[src/rtl/ssar_defines.vh]
`ifndef SSAR_DEFINES_VH
`define SSAR_DEFINES_VH

// printed offsets are register indexes; byte address is four times
`define SSAR_IDX_W 10
`define SSAR_ADDR_W 12
`define SSAR_IDX_SLOT_CTRL 10'h058
`define SSAR_IDX_SLOT_STS 10'h05a
`define SSAR_IDX_DEV_CAP2 10'h064
`define SSAR_IDX_DEV_CTL2 10'h068
`define SSAR_IDX_DEV_STS2 10'h06a
`define SSAR_IDX_IRQ_STS 10'h080
`define SSAR_IDX_IRQ_MASK 10'h081

// slot status fields
`define SSAR_LSC_BIT 2
`define SSAR_PDC_BIT 3
`define SSAR_CC_BIT 4
`define SSAR_LSS_BIT 5
`define SSAR_PDS_BIT 6
`define SSAR_EIS_BIT 7
`define SSAR_LAC_BIT 8
`define SSAR_LSS_RST 1'h0
`define SSAR_PDS_RST 1'h1

// slot control
`define SSAR_SCTL_W 13
`define SSAR_SCTL_RST 13'h01c0
`define SSAR_SCTL_EIC_BIT 11

// device capabilities / control two
`define SSAR_ALT_ROUTING_FWD_SUPPORTED_BIT 5
`define SSAR_ALT_ROUTING_FWD_ENABLE_BIT 5
`define SSAR_ALT_ROUTING_FWD_SUPPORTED_RST 1'h1
`define SSAR_ALT_ROUTING_FWD_ENABLE_RST 1'h0

// interrupt status / mask layout
`define SSAR_IRQ_W 4
`define SSAR_IRQ_LSC 0
`define SSAR_IRQ_PDC 1
`define SSAR_IRQ_CC 2
`define SSAR_IRQ_LAC 3

`endif

[src/rtl/ssar_slot_status_regs.v]
`include "ssar_defines.vh"
`default_nettype none

// Contract
// - latch sensor change sets slot status bit 2; write one clears
// - presence change sets slot status bit 3; write one clears
// - finished slot control command sets bit 4; write one clears
// - command completed already set simply stays set
// - one slot control write with a low-half byte enabled is exactly one command
// - completion waits for all expander transactions of the command
// - bit 5 is live latch sensor, zero closed, resets zero
// - bit 6 is live presence, one present, resets one
// - bit 7 shows interlock engaged when interlock exists
// - link active change sets slot status bit 8; write one clears
// - forwarding supported bit 5 reads one on downstream ports
// - upstream port reads forwarding supported as fixed zero
// - forwarding enable is read-only zero while support is clear
// - enabled forwarding drops device number zero check on conversion
// - upstream port keeps forwarding enable fixed zero
module ssar_slot_status_regs #(
    parameter HAS_INTERLOCK = 1
) (
    input wire sys_clk_in,
    input wire rst_in,
    input wire [`SSAR_ADDR_W-1:0] avs_address_in,
    input wire avs_read_in,
    input wire avs_write_in,
    input wire [31:0] avs_writedata_in,
    input wire [3:0] avs_byteenable_in,
    output reg [31:0] avs_readdata_out,
    output wire avs_waitrequest_out,
    input wire is_upstream_in,
    input wire latch_sensor_state_in,
    input wire presence_state_in,
    input wire interlock_state_in,
    input wire link_active_flag_in,
    output reg exp_req_out,
    output reg [`SSAR_SCTL_W-1:0] exp_data_out,
    input wire exp_done_in,
    input wire conv_valid_in,
    input wire [4:0] conv_dev_num_in,
    output reg conv_reject_out,
    output reg alt_routing_fwd_enable_out,
    output wire irq_out
);

    function [`SSAR_ADDR_W-1:0] byte_addr;
        input [`SSAR_IDX_W-1:0] idx;
        begin
            byte_addr = {idx, 2'h0};
        end
    endfunction

    // byte-enable merge of a 16-bit field held in word lane lo or hi
    function [15:0] lane16;
        input [31:0] d;
        input [3:0] be;
        input hi;
        begin
            if (hi)
            begin
                lane16 = {d[31:24] & {8{be[3]}}, d[23:16] & {8{be[2]}}};
            end
            else
            begin
                lane16 = {d[15:8] & {8{be[1]}}, d[7:0] & {8{be[0]}}};
            end
        end
    endfunction

    // merge one slot control write into the old value lane by lane
    function [`SSAR_SCTL_W-1:0] sctl_merge;
        input [`SSAR_SCTL_W-1:0] old;
        input [15:0] d;
        input [1:0] be;
        reg [15:0] keep;
        begin
            keep = {{8{~be[1]}}, {8{~be[0]}}};
            sctl_merge = d[`SSAR_SCTL_W-1:0] |
                (old & keep[`SSAR_SCTL_W-1:0]);
        end
    endfunction

    // sticky flag: a set in the clearing cycle wins
    function sticky;
        input cur;
        input ev;
        input clr;
        begin
            sticky = ev | (cur & ~clr);
        end
    endfunction

    reg latch_sensor_state;
    reg presence_state;
    reg interlock_state;
    reg link_active_prev;
    reg latch_sensor_changed;
    reg presence_changed;
    reg command_completed;
    reg link_active_changed;
    reg [`SSAR_SCTL_W-1:0] slot_control_reg;
    reg cmd_busy;
    reg alt_routing_fwd_enable;
    reg [`SSAR_IRQ_W-1:0] irq_status;
    reg [`SSAR_IRQ_W-1:0] irq_mask;
    reg rd_done;

    // exact decode: any low address bits set miss every register
    wire [`SSAR_ADDR_W-1:0] addr = avs_address_in;
    wire hit_sctl = addr == byte_addr(`SSAR_IDX_SLOT_CTRL);
    wire hit_ssts = addr == byte_addr(`SSAR_IDX_SLOT_STS);
    wire hit_cap2 = addr == byte_addr(`SSAR_IDX_DEV_CAP2);
    wire hit_ctl2 = addr == byte_addr(`SSAR_IDX_DEV_CTL2);
    wire hit_sts2 = addr == byte_addr(`SSAR_IDX_DEV_STS2);
    wire hit_irqs = addr == byte_addr(`SSAR_IDX_IRQ_STS);
    wire hit_irqm = addr == byte_addr(`SSAR_IDX_IRQ_MASK);

    // a second command is stalled on the bus, never merged or dropped,
    // until the expander reports the first one finished
    wire sctl_stall = avs_write_in & hit_sctl & cmd_busy;
    assign avs_waitrequest_out = (avs_read_in & ~rd_done) | sctl_stall;

    wire wr_take = avs_write_in & ~sctl_stall;
    wire [15:0] wr_lo = lane16(avs_writedata_in, avs_byteenable_in, 1'b0);
    // bytes above the low half are status, never part of a command
    wire cmd_start = wr_take & hit_sctl & (|avs_byteenable_in[1:0]);
    wire [`SSAR_SCTL_W-1:0] sctl_new =
        sctl_merge(slot_control_reg, wr_lo, avs_byteenable_in[1:0]);

    // upstream is a strap; forwarding is a downstream feature only
    wire fwd_supported = ~is_upstream_in;

    // change events against the last sampled value; a pin that differs
    // from its reset value raises its flag right after reset release
    wire ev_latch = latch_sensor_state_in != latch_sensor_state;
    wire ev_presence = presence_state_in != presence_state;
    wire ev_link = link_active_flag_in != link_active_prev;
    wire ev_cmd = cmd_busy & exp_done_in;

    wire sts_wr = wr_take & hit_ssts;
    wire [15:0] sts_clr = sts_wr ? wr_lo : 16'h0000;
    wire irqs_wr = wr_take & hit_irqs;
    wire [`SSAR_IRQ_W-1:0] irq_clr =
        irqs_wr ? wr_lo[`SSAR_IRQ_W-1:0] : {`SSAR_IRQ_W{1'b0}};

    // interrupt sources mirror the four change flags
    wire [`SSAR_IRQ_W-1:0] irq_set;
    assign irq_set[`SSAR_IRQ_LSC] = ev_latch;
    assign irq_set[`SSAR_IRQ_PDC] = ev_presence;
    assign irq_set[`SSAR_IRQ_CC] = ev_cmd;
    assign irq_set[`SSAR_IRQ_LAC] = ev_link;

    assign irq_out = |(irq_status & irq_mask);

    // the interlock bit reads zero when no interlock is fitted
    wire [15:0] slot_status_word;
    assign slot_status_word[1:0] = 2'h0;
    assign slot_status_word[`SSAR_LSC_BIT] = latch_sensor_changed;
    assign slot_status_word[`SSAR_PDC_BIT] = presence_changed;
    assign slot_status_word[`SSAR_CC_BIT] = command_completed;
    assign slot_status_word[`SSAR_LSS_BIT] = latch_sensor_state;
    assign slot_status_word[`SSAR_PDS_BIT] = presence_state;
    assign slot_status_word[`SSAR_EIS_BIT] = interlock_state;
    assign slot_status_word[`SSAR_LAC_BIT] = link_active_changed;
    assign slot_status_word[15:9] = 7'h00;

    // interlock control always reads zero
    wire [15:0] slot_control_word =
        {{(16-`SSAR_SCTL_W){1'b0}},
         slot_control_reg & ~(`SSAR_SCTL_W'h1 << `SSAR_SCTL_EIC_BIT)};

    // unmapped addresses and reserved bits read as zero
    reg [31:0] next_readdata;
    always @*
    begin
        next_readdata = 32'h00000000;
        if (hit_sctl)
        begin
            next_readdata = {slot_status_word, slot_control_word};
        end
        else if (hit_ssts)
        begin
            next_readdata = {16'h0000, slot_status_word};
        end
        else if (hit_cap2)
        begin
            next_readdata[`SSAR_ALT_ROUTING_FWD_SUPPORTED_BIT] = fwd_supported;
        end
        else if (hit_ctl2)
        begin
            next_readdata[`SSAR_ALT_ROUTING_FWD_ENABLE_BIT] = alt_routing_fwd_enable;
        end
        else if (hit_sts2)
        begin
            next_readdata = 32'h00000000;
        end
        else if (hit_irqs)
        begin
            next_readdata[`SSAR_IRQ_W-1:0] = irq_status;
        end
        else if (hit_irqm)
        begin
            next_readdata[`SSAR_IRQ_W-1:0] = irq_mask;
        end
    end

    // read: one wait cycle, data captured then presented, so read
    // data always come from a flop at the cost of one cycle
    always @(posedge sys_clk_in)
    begin
        if (rst_in)
        begin
            rd_done <= 1'b0;
            avs_readdata_out <= 32'h00000000;
        end
        else
        begin
            rd_done <= avs_read_in & ~rd_done;
            if (avs_read_in & ~rd_done)
            begin
                avs_readdata_out <= next_readdata;
            end
        end
    end

    // live sensor sampling; presence starts as card present
    always @(posedge sys_clk_in)
    begin
        if (rst_in)
        begin
            latch_sensor_state <= `SSAR_LSS_RST;
            presence_state <= `SSAR_PDS_RST;
            interlock_state <= 1'b0;
            link_active_prev <= 1'b0;
        end
        else
        begin
            latch_sensor_state <= latch_sensor_state_in;
            presence_state <= presence_state_in;
            interlock_state <= (HAS_INTERLOCK != 0) &
                interlock_state_in;
            link_active_prev <= link_active_flag_in;
        end
    end

    // sticky change flags: set wins over a same-cycle clear
    always @(posedge sys_clk_in)
    begin
        if (rst_in)
        begin
            latch_sensor_changed <= 1'b0;
            presence_changed <= 1'b0;
            command_completed <= 1'b0;
            link_active_changed <= 1'b0;
        end
        else
        begin
            latch_sensor_changed <= sticky(latch_sensor_changed, ev_latch,
                sts_clr[`SSAR_LSC_BIT]);
            presence_changed <= sticky(presence_changed, ev_presence,
                sts_clr[`SSAR_PDC_BIT]);
            // a second completion just keeps the flag high
            command_completed <= sticky(command_completed, ev_cmd,
                sts_clr[`SSAR_CC_BIT]);
            link_active_changed <= sticky(link_active_changed, ev_link,
                sts_clr[`SSAR_LAC_BIT]);
        end
    end

    // slot control command: one write starts one expander job
    always @(posedge sys_clk_in)
    begin
        if (rst_in)
        begin
            slot_control_reg <= `SSAR_SCTL_RST;
            cmd_busy <= 1'b0;
            exp_req_out <= 1'b0;
            exp_data_out <= {`SSAR_SCTL_W{1'b0}};
        end
        else if (cmd_start)
        begin
            // the expander gets the merged word, so one write is one job
            slot_control_reg <= sctl_new;
            exp_data_out <= sctl_new;
            cmd_busy <= 1'b1;
            exp_req_out <= 1'b1;
        end
        else if (ev_cmd)
        begin
            // completion only after the expander says all is done
            cmd_busy <= 1'b0;
            exp_req_out <= 1'b0;
        end
    end

    // forwarding enable: writable only where supported; the forced
    // clear also drops an enable left over from before a strap change
    always @(posedge sys_clk_in)
    begin
        if (rst_in)
        begin
            alt_routing_fwd_enable <= `SSAR_ALT_ROUTING_FWD_ENABLE_RST;
        end
        else if (~fwd_supported)
        begin
            alt_routing_fwd_enable <= 1'b0;
        end
        else if (wr_take & hit_ctl2 & avs_byteenable_in[0])
        begin
            alt_routing_fwd_enable <= avs_writedata_in[`SSAR_ALT_ROUTING_FWD_ENABLE_BIT];
        end
    end

    // registered enable as the port and the conversion check see it
    always @(posedge sys_clk_in)
    begin
        if (rst_in)
        begin
            alt_routing_fwd_enable_out <= 1'b0;
        end
        else
        begin
            alt_routing_fwd_enable_out <= alt_routing_fwd_enable &
                fwd_supported;
        end
    end

    // type 1 to type 0 conversion check; it uses the shown enable, so
    // a fresh enable write takes effect one cycle later but never
    // disagrees with what the port reports
    always @(posedge sys_clk_in)
    begin
        if (rst_in)
        begin
            conv_reject_out <= 1'b0;
        end
        else
        begin
            conv_reject_out <= conv_valid_in & ~alt_routing_fwd_enable_out &
                (conv_dev_num_in != 5'h00);
        end
    end

    // interrupt status: sticky, write one clears, set wins
    always @(posedge sys_clk_in)
    begin
        if (rst_in)
        begin
            irq_status <= {`SSAR_IRQ_W{1'b0}};
        end
        else
        begin
            irq_status <= irq_set | (irq_status & ~irq_clr);
        end
    end

    // interrupt mask: plain read and write, low lane only
    always @(posedge sys_clk_in)
    begin
        if (rst_in)
        begin
            irq_mask <= {`SSAR_IRQ_W{1'b0}};
        end
        else if (wr_take & hit_irqm & avs_byteenable_in[0])
        begin
            irq_mask <= avs_writedata_in[`SSAR_IRQ_W-1:0];
        end
    end

endmodule
`default_nettype wire

[config.mk]
export PLATFORM = sky130hd
export DESIGN_NAME = ssar_slot_status_regs
export DESIGN_NICKNAME = d
export VERILOG_FILES = /design/src/rtl/ssar_slot_status_regs.v
export VERILOG_INCLUDE_DIRS = /design/src /design/src/rtl
export SDC_FILE = /design/constraint.sdc
export NUM_CORES = 1
export LEC_CHECK = 0
export BUFFER_PORTS_ARGS = -buffer_cell sky130_fd_sc_hd__buf_4
export CORE_MARGIN = 2
export CORE_UTILIZATION = 48
export DETAILED_ROUTE_END_ITERATION = 12
export PLACE_DENSITY = 0.8
export SLEW_MARGIN = 10
export SYNTH_ARGS = -nofsm -noshare
export SYNTH_HDL_FRONTEND = slang
export SYNTH_SLANG_ARGS = --single-unit
[constraint.sdc]
create_clock -name sys_clk_in -period 2.05 [get_ports sys_clk_in]
set_input_delay 0 -clock sys_clk_in [delete_from_list [all_inputs] [get_ports sys_clk_in]]
set_output_delay 0 -clock sys_clk_in [all_outputs]
set_load 0.03 [all_outputs]
Yosys cells after proc, flatten, opt, wreduce, memory -nomap -nowiden
Cells that the tools add are included.

Bits in writable memories: 0. Bits of input ports: 64. Word-level logic and storage cells: 89. Register bits: 79. Output and inout bits: 50. Memories kept: 0. Bits in read-only memories: 0. Latch bits: 0.

Shift-type cells: 0. $lt $le $gt $ge: 0. Add/sub/neg operators: 0. Bitwise operators: 43. Reduce and logical (&&, ||, !) cells: 5. Multipliers: 0. Divide/modulo/power cells: 0. Muxes and demuxes: 13. Equal/unequal tests: 10.

Operators by type and width (count): 12-bit by 9-bit == test with 1-bit output, second input constant (5); 25-bit 2-to-1 mux (1); 12-bit by 10-bit == test with 1-bit output, second input constant (2); 1-bit bitwise AND (20); 4-bit 2-to-1 mux (5); 9-bit 2-to-1 mux (2); 13-bit bitwise AND (1); 13-bit bitwise OR (1); 1-bit inverter (10); 4-bit bitwise AND (2); 8-bit bitwise AND (1); 5-bit bitwise AND (1); 5-bit 2-to-1 mux (1); 1-bit bitwise OR (5); 5-bit nonzero test (1); 1-bit 2-to-1 mux (4); 4-bit inverter (1); 4-bit bitwise OR (1); 2-bit OR reduction (2); 4-bit OR reduction (1); 1-bit != test (3); 2-bit nonzero test (1).

Longest topological paths before layout
Gate-level depths: netlist of run 1.

Word-level depth: 10. Gate-level depth with buffers: 6. Depth with buffers taken out: 4.

Least setup slack after synthesis of run 1
OpenSTA, ideal clock, no wires.

Path kind: input port to output port. From: in avs_address_in[2]. To: out avs_waitrequest_out. Path slack: 0.140 ns. Path buffers: 1. Data required time: 2.050 ns. Arrival time: 1.910 ns. Cell stages on the path: 4. Path through: clkbuf_1 or3_1 or4_4 o21ai_0.

Word-level cells in the longest chain between the ends: 4.

Ends and longest elaborated chain: start, declared (RTL line ssar_slot_status_regs.v:25) `` input wire [`SSAR_ADDR_W-1:0] avs_address_in, ``; 12-bit by 9-bit == test with 1-bit output (RTL line ssar_slot_status_regs.v:111) `` wire hit_sctl = addr == byte_addr(`SSAR_IDX_SLOT_CTRL); ``; 1-bit bitwise AND (2 in series) (RTL line ssar_slot_status_regs.v:121) `wire sctl_stall = avs_write_in & hit_sctl & cmd_busy;`; 1-bit bitwise OR (RTL line ssar_slot_status_regs.v:122) `assign avs_waitrequest_out = (avs_read_in & ~rd_done) | sctl_stall;`; end, declared (RTL line ssar_slot_status_regs.v:31) `output wire avs_waitrequest_out,`.

No other way between the ends.

==> impl_results.md, run 1 <==
- Status: finished, final reports clean
- Crit Path Category: flop to flop
- Max-slew headroom: 0.601
- Clk root buf: clkbuf_8
- TNS Setup: 0 ns
- Design area: 0.00356 mm^2
- Slew of the pin with the lowest slew margin: 0.590 ns
- Largest net degree at the start of global routing: 57
- Worst hold path type: input port to flop
- Synth top area cells: dfxtp_1 (41%), mux2i_1 (7.7%), buf_4 (6.3%)
- Initial antenna violation count: 0
- Met1 GRT Util: 0.291
- CP delay by family, top: simple AND/OR/NAND/NOR gates
- Via Count: 2513
- Power Dens Cells: 611 mW/mm^2
- Area grow syn2layout: 30.0%
- Worst-path cell chain: or4bb_1, nor4_4, mux2i_1, nor2_1
- Placed Area: between 0.003 and 0.004 mm^2
- Minimum clock period: between 1.5 and 2 ns
- Mapped Cells: 308
- Final Setup Violations: 0
- Clock buffer depth: 2
- GR Overflow Total: 0
- Port buffer count: 79
- Most frequent cell after synthesis: dfxtp_1
- Buf/Inv on CP: 0
- Final wirelength: 7100 um
- Fin crit share: 0.877
- Data arrival time of the critical path: 1.99 ns
- Sequential Power Share: 0.520
- Mapped cell area: ~0.0027 mm^2
- Slowest cell on crit path: or4bb_1
- DRC Markers: 0
- Worst skew pair latency: 0.31 ns
- Routed Antenna Nets: 0
- # rows: 27
- Die W: 79.5 um
- I/O pin count: 114
- Post-DP HPWL: 4830 um
- Critical Path RT: 2.24 ns
- Clock power share: 0.335
- Clk slew on worst S/H paths: 0.10 ns
- Met3 Track Usage GR: 0.0498
- Die area: approximately 0.0063 mm^2
- Sequential area share after synthesis: 0.410
- Clock Sinks: between 50 and 60
- Max FO, Critical Path: 5
- Vias/cell: 5.45
- Internal power: ~1.6 mW
- Slew Limit Fails: 0
- Net Sw Frac: 0.257
- Comb power frac: 0.146
- # diodes: 0
- Num CTS Buffers: 5
- GR peak layer: met2
- Yosys top cell by area: dfxtp_1
- TritonCTS clock tree: yes
- Wire per inst: around 15 um
- First-pass GRT wire length: about 11000 um
- Post-synth top flop: dfxtp_1
- Startpoint types: flop
- Nets: between 400 and 500
- Worst Slack Setup Final: 0.251 ns
- Layout cells sized above 1: 0.262
- Overall Power: 2.17 mW
- Post-synth top cells: dfxtp_1 (56), nor2_1 (30), a21oi_1 (26), buf_4 (23), nand2_1 (23)
- Layout Skew: 0.00611 ns
- Synthesis-stage register bit count: 56
- Maximum vdd drop: 0.415 mV
- Gates resized, CTS repair: 0
- Max Freq: around 0.56 GHz
- Synth Area per Inst: 8.88 um^2
- Setup crit end kind: flop
- Global routing met2 resource utilization: 0.389
- Number of global-route vias before repair: between 2000 and 2500
- Net Sw Power: 0.559 mW
- Post-synth EDFFs: 0
- Die Y: 79.5 um
- Worst slack, placed: 0.163 ns
- Final hold vios: 0
- Crit-path max cell delay: roughly 0.55 ns
- Synth Warn #: 0
- MaxCap Viol Count: 0
- 1st-pass router iterations: 5
- Depth of the CTS H-tree: 2
- RD Place Congestion: 0.839
- Top-area cell type share of the netlist area: 0.410
- Synth cell types: approximately 50
- Pleak: roughly 1.5 nW
- Core footprint: 0.00551 mm^2
- Reg2reg setup slack: ~0.25 ns
- DRT iter0 DRCs: 158
- Asr flop ratio synth: 0
- Starting Density: 0.497
- RSZ-0062 raised after global routing: false
- Tot GR Track Use: 0.230
worst min-delay path: cells and delay by family:
| kind | cells | cell delay, ns |
|---|---|---|
| buffers and inverters | 1 | 0.08 |
| AO/OA/AOI/OAI | 1 | 0.16 |
| AND/OR/NAND/NOR | 1 | 0.09 |
power by group through the flow:
| stage | Clock (mW) | Sequential (mW) | Combinational [mW] |
|---|---|---|---|
| CTS | 0.743 | 1.13 | 0.314 |
| detailed placement | 0 | 1.15 | 0.283 |
| floorplan | 0 | 1.17 | 0.172 |
| global route | 0.793 | 1.13 | 0.341 |
| finish | 0.727 | 1.13 | 0.317 |
| global placement | 0 | 1.15 | 0.279 |
routing by layer:
layer	part of all wire	vias up
met3	0.059	16
met1	0.41	1178
met2	0.50	91
met5	0	-
met4	0.024	0
li1	-	1228
cell usage in the layout (no fill, tap or decap), drive strengths merged, types with 9 or more instances in the layout:
master       instances
nor2                30
o21ai                9
nand3               11
dlygate4sd3         20
nand2               23
conb                13
buf                 84
dfxtp               56
a21oi               26
mux2i               21
layout make-up:
| cell class | instances | area, um^2 |
|---|---|---|
| clock buffers | 5 | 68.8 |
| clock inverters | 3 | 42.5 |
| fillers | 470 | 1950 |
| inverters | 3 | 11.3 |
| multi-input cells | 218 | 1390 |
| flip-flops and latches | 56 | 1120 |
| well taps | 72 | 90.1 |
| repair buffers | 104 | 831 |
worst paths after layout:
check	endpoint	start	depth (start not counted)
worst min-delay path	slot_control_reg[8]	avs_writedata_in[8]	3
worst max-delay path	flop	cmd_busy	4
worst min register to register	avs_readdata_out[12]	avs_readdata_out[12]	2
worst max register to register	flop	cmd_busy	4
through the flow:
stage,utilization,std cells,hold slack (ns)
floorplan,-,320,0.0761
global placement,0.589,433,0.189
detailed placement,0.589,433,0.191
CTS,0.646,461,0.0280
global route,0.646,461,0.0621
finish,0.646,461,0.0445
cells by family after synthesis:
logic type,synth area share
AOI/OAI and AO/OA,0.144
xor gates and xnor gates,0.00960
buffers and inverters,0.0979
DFF,0.410
muxes,0.0768
other,0.00137
and+or+nand+nor,0.261
what timing repair did:
item / CTS / global route
hold buffers: 20 / 0
hold endpoints to repair: 30 / 0
setup buffers: 0 / 0
setup endpoints to repair: 0 / 0
No activity file was read; power rests on OpenSTA's default activity.
==> run 2: changes to the inputs <==
--- a/config.mk
+++ b/config.mk
@@ -10,7 +10,7 @@
 export CORE_MARGIN = 2
 export CORE_UTILIZATION = 48
 export DETAILED_ROUTE_END_ITERATION = 12
-export PLACE_DENSITY = 0.8
+export PLACE_DENSITY = 0.78
 export SLEW_MARGIN = 10
 export SYNTH_ARGS = -nofsm -noshare
 export SYNTH_HDL_FRONTEND = slang
==> run 2 against run 1 <==
- sequential share of layout area about the same
- combinational power about the same
- non-clock buffer count rose by 1
- clock skew is 0.0037 ns higher
- fmax up 1.1%
- worst hold slack lost 0.018 ns
- final cell count up 0.22%
- power is 5.7% lower
==> impl_results.md, run 2 (synthesis gave the netlist of run 1 again) <==
- Wire per inst: 14.8 um (was 15.4 um)
- RSZ-0062 raised after global routing: false (unchanged)
- Most frequent cells in the layout: buf_4 (84), dfxtp_1 (56), nor2_1 (30) (unchanged)
- Sequential Power Share: 0.551 (was 0.520)
- Data arrival time of the critical path: 1.96 ns (was 1.99 ns)
- Depth of the CTS H-tree: 2 (unchanged)
- Nets: 453 (was 452)
- Tot GR Track Use: 0.225 (was 0.230)
- Area grow syn2layout: 29.8% (was 30.0%)
- Maximum vdd drop: 0.402 mV (was 0.415 mV)
- Net Sw Frac: 0.269 (was 0.257)
- Routed Antenna Nets: 0 (unchanged)
- Internal power: 1.50 mW (was 1.61 mW)
- Die area: 0.00632 mm^2 (unchanged)
- Layout Skew: 0.00976 ns (was 0.00611 ns)
- Crit-path max cell delay: 0.49 ns (was 0.55 ns)
- Status: finished, final reports clean (unchanged)
- Hold_ws: 0.0267 ns (was 0.0445 ns)
- CP delay by family, top: simple AND/OR/NAND/NOR gates (unchanged)
- Gates resized, CTS repair: 0 (unchanged)
- DRC Markers: 0 (unchanged)
- Starting Density: 0.497 (unchanged)
- Clk root buf: clkbuf_8 (unchanged)
- Layout cells sized above 1: 0.262 (about the same)
- Die Y: 79.5 um (unchanged)
- Comb power frac: 0.154 (was 0.146)
- Pleak: 1.48 nW (about the same)
- Initial antenna violation count: 0 (unchanged)
- Fin util: 0.645 (was 0.646)
- Fill cell count: 486 (was 470)
- Design area: 0.00355 mm^2 (was 0.00356 mm^2)
- RD Place Congestion: 0.829 (was 0.839)
- Max FO, Critical Path: 9 (was 5)
- First-pass GRT wire length: 11300 um (was 11400 um)
- Post-DP HPWL: 4860 um (was 4830 um)
- Vias/cell: 5.37 (was 5.45)
- Power Dens Cells: 577 mW/mm^2 (was 611 mW/mm^2)
- Most common cell after layout, fill and taps aside: buf_4 (unchanged)
- Via Count: 2481 (was 2513)
- Minimum clock period: 1.78 ns (was 1.80 ns)
- Placed Area: 0.00327 mm^2 (was 0.00325 mm^2)
- Net Sw Power: 0.552 mW (was 0.559 mW)
- Worst Slack Setup Final: 0.271 ns (was 0.251 ns)
- Final Setup Violations: 0 (unchanged)
- Critical Path RT: 2.23 ns (was 2.24 ns)
- 1st-pass router iterations: 4 (was 5)
- Clock power share: 0.295 (was 0.335)
- Slew Limit Fails: 0 (unchanged)
- Core footprint: 0.00551 mm^2 (unchanged)
- Worst slack, placed: 0.175 ns (was 0.163 ns)
- Final hold vios: 0 (unchanged)
- Worst-path cell chain: buf_4, nor4bb_1, nand4_1, mux2i_1, nor2_1 (was or4bb_1, nor4_4, mux2i_1, nor2_1)
- TritonCTS clock tree: yes (unchanged)
- Clock buffer depth: 2 (unchanged)
- Clk slew on worst S/H paths: 0.10 ns (about the same)
- # diodes: 0 (unchanged)
- TNS Setup: 0 ns (unchanged)
- Slew of the pin with the lowest slew margin: 0.588 ns (was 0.590 ns)
- Fin crit share: 0.868 (was 0.877)
- Final wirelength: 6820 um (was 7100 um)
- Port buffer count: 79 (unchanged)
- Max-slew headroom: 0.603 (was 0.601)
- Setup crit end kind: flop (unchanged)
- GR Overflow Total: 0 (unchanged)
- Clock Sinks: 56 (unchanged)
- Die W: 79.5 um (unchanged)
- Largest net degree at the start of global routing: 57 (unchanged)
- I/O pin count: 114 (unchanged)
- # rows: 27 (unchanged)
- Crit Path Category: flop to flop (unchanged)
- Max Freq: 0.562 GHz (was 0.556 GHz)
- Slowest cell on crit path: nand4_1 (was or4bb_1)
- Worst skew pair latency: 0.31 ns (about the same)
- Number of global-route vias before repair: 2331 (was 2347)
- Worst hold path type: input port to flop (unchanged)
- MaxCap Viol Count: 0 (unchanged)
- DRT iter0 DRCs: 133 (was 158)
- Startpoint types: flop (unchanged)
- Buf/Inv on CP: 1 (was 0)
- Num CTS Buffers: 5 (unchanged)
run 2: final timing paths:
path	start	end	slack [ns]	cells after the start
hold reg to reg	avs_readdata_out[20]	avs_readdata_out[20]	0.46	2
setup / recovery	cmd_busy	flop	0.27	5
setup reg to reg	cmd_busy	flop	0.27	5
hold / removal	avs_writedata_in[8]	slot_control_reg[8]	0.03	3
run 2: what timing repair did:
action                                 in CTS  in global routing
hold buffers                               20                  0
buffers inserted                            0                  0
endpoints found under the hold margin      29                  0
run 2: through the flow:
stage / instances / total power [mW]
final: 462 / 2.05
after global routing: 462 / 2.14
after CTS: 462 / 2.06
after detailed placement: 434 / 1.44
after global placement: 434 / 1.43
after floorplan: 320 / 1.34
run 2: tightest hold or removal path, delay by kind of cell:
kind / cells / cell delay (ns)
buffers and inverters: 1 / 0.08
AO/OA/AOI/OAI: 1 / 0.16
AND/OR/NAND/NOR: 1 / 0.08
run 2: power by group through the flow:
stage / clock (mW) / combinational (mW) / sequential, mW
after floorplan: 0 / 0.172 / 1.17
after detailed placement: 0 / 0.283 / 1.15
after CTS: 0.617 / 0.315 / 1.13
after global routing: 0.667 / 0.342 / 1.13
after global placement: 0 / 0.280 / 1.15
final: 0.603 / 0.315 / 1.13
run 2: metal layers:
layer	global-route usage	up-vias	wire length (um)	part of all wire
li1	-	1232	-	-
met2	0.374	83	3400	0.50
met3	0.0452	12	439	0.064
met5	0	-	0	0
met4	0.0741	0	115	0.017
met1	0.293	1154	2870	0.42
run 2: area by class of cell:
class,count,area (um^2),area share
inverters,3,11.3,0.00317
clock inverters,2,13.8,0.00387
clock buffers,6,72.6,0.0204
multi-input cells,218,1390,0.392
flip-flops and latches,56,1120,0.316
well taps,72,90.1,0.0254
repair buffers,105,851,0.240
==> run 3: changes to the inputs <==
--- a/config.mk
+++ b/config.mk
@@ -7,6 +7,7 @@
 export NUM_CORES = 1
 export LEC_CHECK = 0
 export BUFFER_PORTS_ARGS = -buffer_cell sky130_fd_sc_hd__buf_4
+export CORE_ASPECT_RATIO = 1.4
 export CORE_MARGIN = 2
 export CORE_UTILIZATION = 48
 export DETAILED_ROUTE_END_ITERATION = 12
==> run 3 against run 2 <==
- die area grew 0.13%
- register-to-register slack gained 0.21 ns
- design area is essentially flat
- worst setup slack gained 0.096 ns
- clock skew shrank 0.0012 ns
- count of clock-buffer cells in the layout shrank 1
- final cell count shrank 0.43%
- wire length grew 1.4%
- utilization shrank 0.17 points
- power is essentially flat
- largest power group unchanged
- highest routed layer unchanged
==> impl_results.md, run 3 (synthesis gave the netlist of run 1 again) <==
- Footprint of the multi-input gates: 0.00139 mm^2 (unchanged)
- Buf/Inv on CP: 2 (was 1)
- Slew Limit Fails: 0 (unchanged)
- # diodes: 0 (unchanged)
- Initial antenna violation count: 0 (unchanged)
- Die area: 0.00633 mm^2 (was 0.00632 mm^2)
- Fill cell count: 477 (was 486)
- TNS Setup: 0 ns (unchanged)
- Worst slack, placed: 0.249 ns (was 0.175 ns)
- Layout cells sized above 1: 0.268 (was 0.262)
- Net Sw Frac: 0.268 (was 0.269)
- Tot GR Track Use: 0.230 (was 0.225)
- Setup crit end kind: primary output (was flop)
- Net Sw Power: 0.550 mW (was 0.552 mW)
- Placed cell count: 432 (was 434)
- CP most frequent cell: buf_4
- Number of global-route vias before repair: 2468 (was 2331)
- Routed Antenna Nets: 0 (unchanged)
- Worst Slack Setup Final: 0.366 ns (was 0.271 ns)
- Slowest cell on crit path: or4_4 (was nand4_1)
- Status: finished, final reports clean (unchanged)
- GR Overflow Total: 0 (unchanged)
- Gates resized, CTS repair: 0 (unchanged)
- First-pass GRT wire length: 11300 um (about the same)
- I/O pin count: 114 (unchanged)
- Sequential Power Share: 0.551 (about the same)
- RD Place Congestion: 0.864 (was 0.829)
- Post-CTS setup buffer count: 0 (unchanged)
- Worst-path cell chain: buf_4, or4b_1, or4_4, o21ai_0, buf_4 (was buf_4, nor4bb_1, nand4_1, mux2i_1, nor2_1)
- DRC Markers: 0 (unchanged)
- Via Count: 2498 (was 2481)
- TritonCTS clock tree: yes (unchanged)
- Area grow syn2layout: 29.9% (was 29.8%)
- Clock Sinks: 56 (unchanged)
- Num CTS Buffers: 5 (unchanged)
- Post-Layout Cell Count: 460 (was 462)
- Slew of the pin with the lowest slew margin: 0.553 ns (was 0.588 ns)
- Die W: 67.8 um (was 79.5 um)
- Worst skew pair latency: 0.30 ns (was 0.31 ns)
- Max FO, Critical Path: 5 (was 9)
- Post-DP HPWL: 5080 um (was 4860 um)
- Largest net degree at the start of global routing: 57 (unchanged)
- Final hold vios: 0 (unchanged)
- RSZ-0062 raised after global routing: false (unchanged)
- Max-slew headroom: 0.631 (was 0.603)
- Clock power share: 0.294 (was 0.295)
- Comb power frac: 0.155 (was 0.154)
- Core footprint: 0.00553 mm^2 (was 0.00551 mm^2)
- Port buffer count: 79 (unchanged)
- Max Freq: 0.594 GHz (was 0.562 GHz)
- Clk slew on worst S/H paths: 0.09 ns (was 0.10 ns)
- Wire per inst: 15.0 um (was 14.8 um)
- Worst hold path type: input port to flop (unchanged)
- # rows: 32 (was 27)
- # hold bufs at CTS: 20 (unchanged)
- CP delay by family, top: simple AND/OR/NAND/NOR gates (unchanged)
- Most frequent cells in the layout: buf_4 (87), dfxtp_1 (56), nor2_1 (30) (was buf_4 (84), dfxtp_1 (56), nor2_1 (30))
- Nets: 455 (was 453)
- Maximum vdd drop: 0.388 mV (was 0.402 mV)
- Layout Skew: 0.00855 ns (was 0.00976 ns)
- MaxCap Viol Count: 0 (unchanged)
- Final wirelength: 6920 um (was 6820 um)
- Depth of the CTS H-tree: 2 (unchanged)
- Most common cell after layout, fill and taps aside: buf_4 (unchanged)
- Data arrival time of the critical path: 1.68 ns (was 1.96 ns)
- Vias/cell: 5.43 (was 5.37)
- Die Y: 93.3 um (was 79.5 um)
- Clock buffer depth: 2 (unchanged)
- Startpoint types: input port (was flop)
- Power Dens Cells: 576 mW/mm^2 (was 577 mW/mm^2)
- Internal power: 1.50 mW (about the same)
- Final Setup Violations: 0 (unchanged)
- Pleak: 1.49 nW (was 1.48 nW)
- 1st-pass router iterations: 4 (unchanged)
- Clk root buf: clkbuf_8 (unchanged)
- Minimum clock period: 1.68 ns (was 1.78 ns)
- Critical Path RT: 2.05 ns (was 2.23 ns)
- Crit-path max cell delay: 0.58 ns (was 0.49 ns)
- Reg area: 0.00112 mm^2 (unchanged)
- DRT iter0 DRCs: 168 (was 133)
- Crit Path Category: input port to primary output (was flop to flop)
- Starting Density: 0.495 (was 0.497)
- Fin crit share: 0.821 (was 0.868)
## run 3: changes by cell type in the layout (fill, tap and decap cells not counted), sizes merged
cell	before	now
clkbuf	6	5
buf	85	87
clkinv	1	2
## run 3: cell type report
| type | instances | share of cell area |
|---|---|---|
| clock inverter | 3 | 0.00634 |
| inverter | 3 | 0.00317 |
| tap | 68 | 0.0239 |
| timing repair buffer | 107 | 0.240 |
| sequential | 56 | 0.315 |
| multi-input combinational | 218 | 0.392 |
| clock buffer | 5 | 0.0194 |
## run 3: final timing paths
kind	startpoint	slack, ns	cells past startpoint	endpoint
max	avs_address_in[9]	0.37	5	avs_waitrequest_out
min	avs_byteenable_in[0]	0.06	3	slot_control_reg[7]
max reg2reg	cmd_busy	0.48	5	flop
min reg2reg	avs_readdata_out[21]	0.46	2	avs_readdata_out[21]
## run 3: worst register-to-register path: stages, from the launching register on
cell,delay (ns)
dfxtp_1,0.32
or4bb_1,0.54
nor4_4,0.15
buf_4,0.20
mux2i_1,0.19
nor2_1,0.05
## run 3: stage by stage
stage                util  hold WS (ns)  instance area (um^2)  power (mW)
floorplan               -        0.0761                  2780        1.34
global placement    0.591         0.191                  3260        1.43
detailed placement  0.591         0.195                  3260        1.44
CTS                 0.643        0.0641                  3550        2.07
global route        0.643        0.0971                  3550        2.13
finish              0.643        0.0584                  3550        2.05
## run 3: per-layer routing
| metal | vias up | GRT usage | wire length [um] |
|---|---|---|---|
| met5 | - | 0 | 0 |
| met4 | 0 | 0.0717 | 127 |
| met3 | 11 | 0.0289 | 321 |
| met2 | 88 | 0.425 | 3760 |
| met1 | 1165 | 0.266 | 2710 |
| li1 | 1234 | - | - |
## run 3: power by group through the flow
stage | clock network, mW | registers, mW | logic [mW]
4_1_cts | 0.622 | 1.13 | 0.316
3_5_place_dp | 0 | 1.15 | 0.285
2_1_floorplan | 0 | 1.17 | 0.172
3_3_place_gp | 0 | 1.15 | 0.281
5_1_grt | 0.654 | 1.13 | 0.345
6_report | 0.603 | 1.13 | 0.317
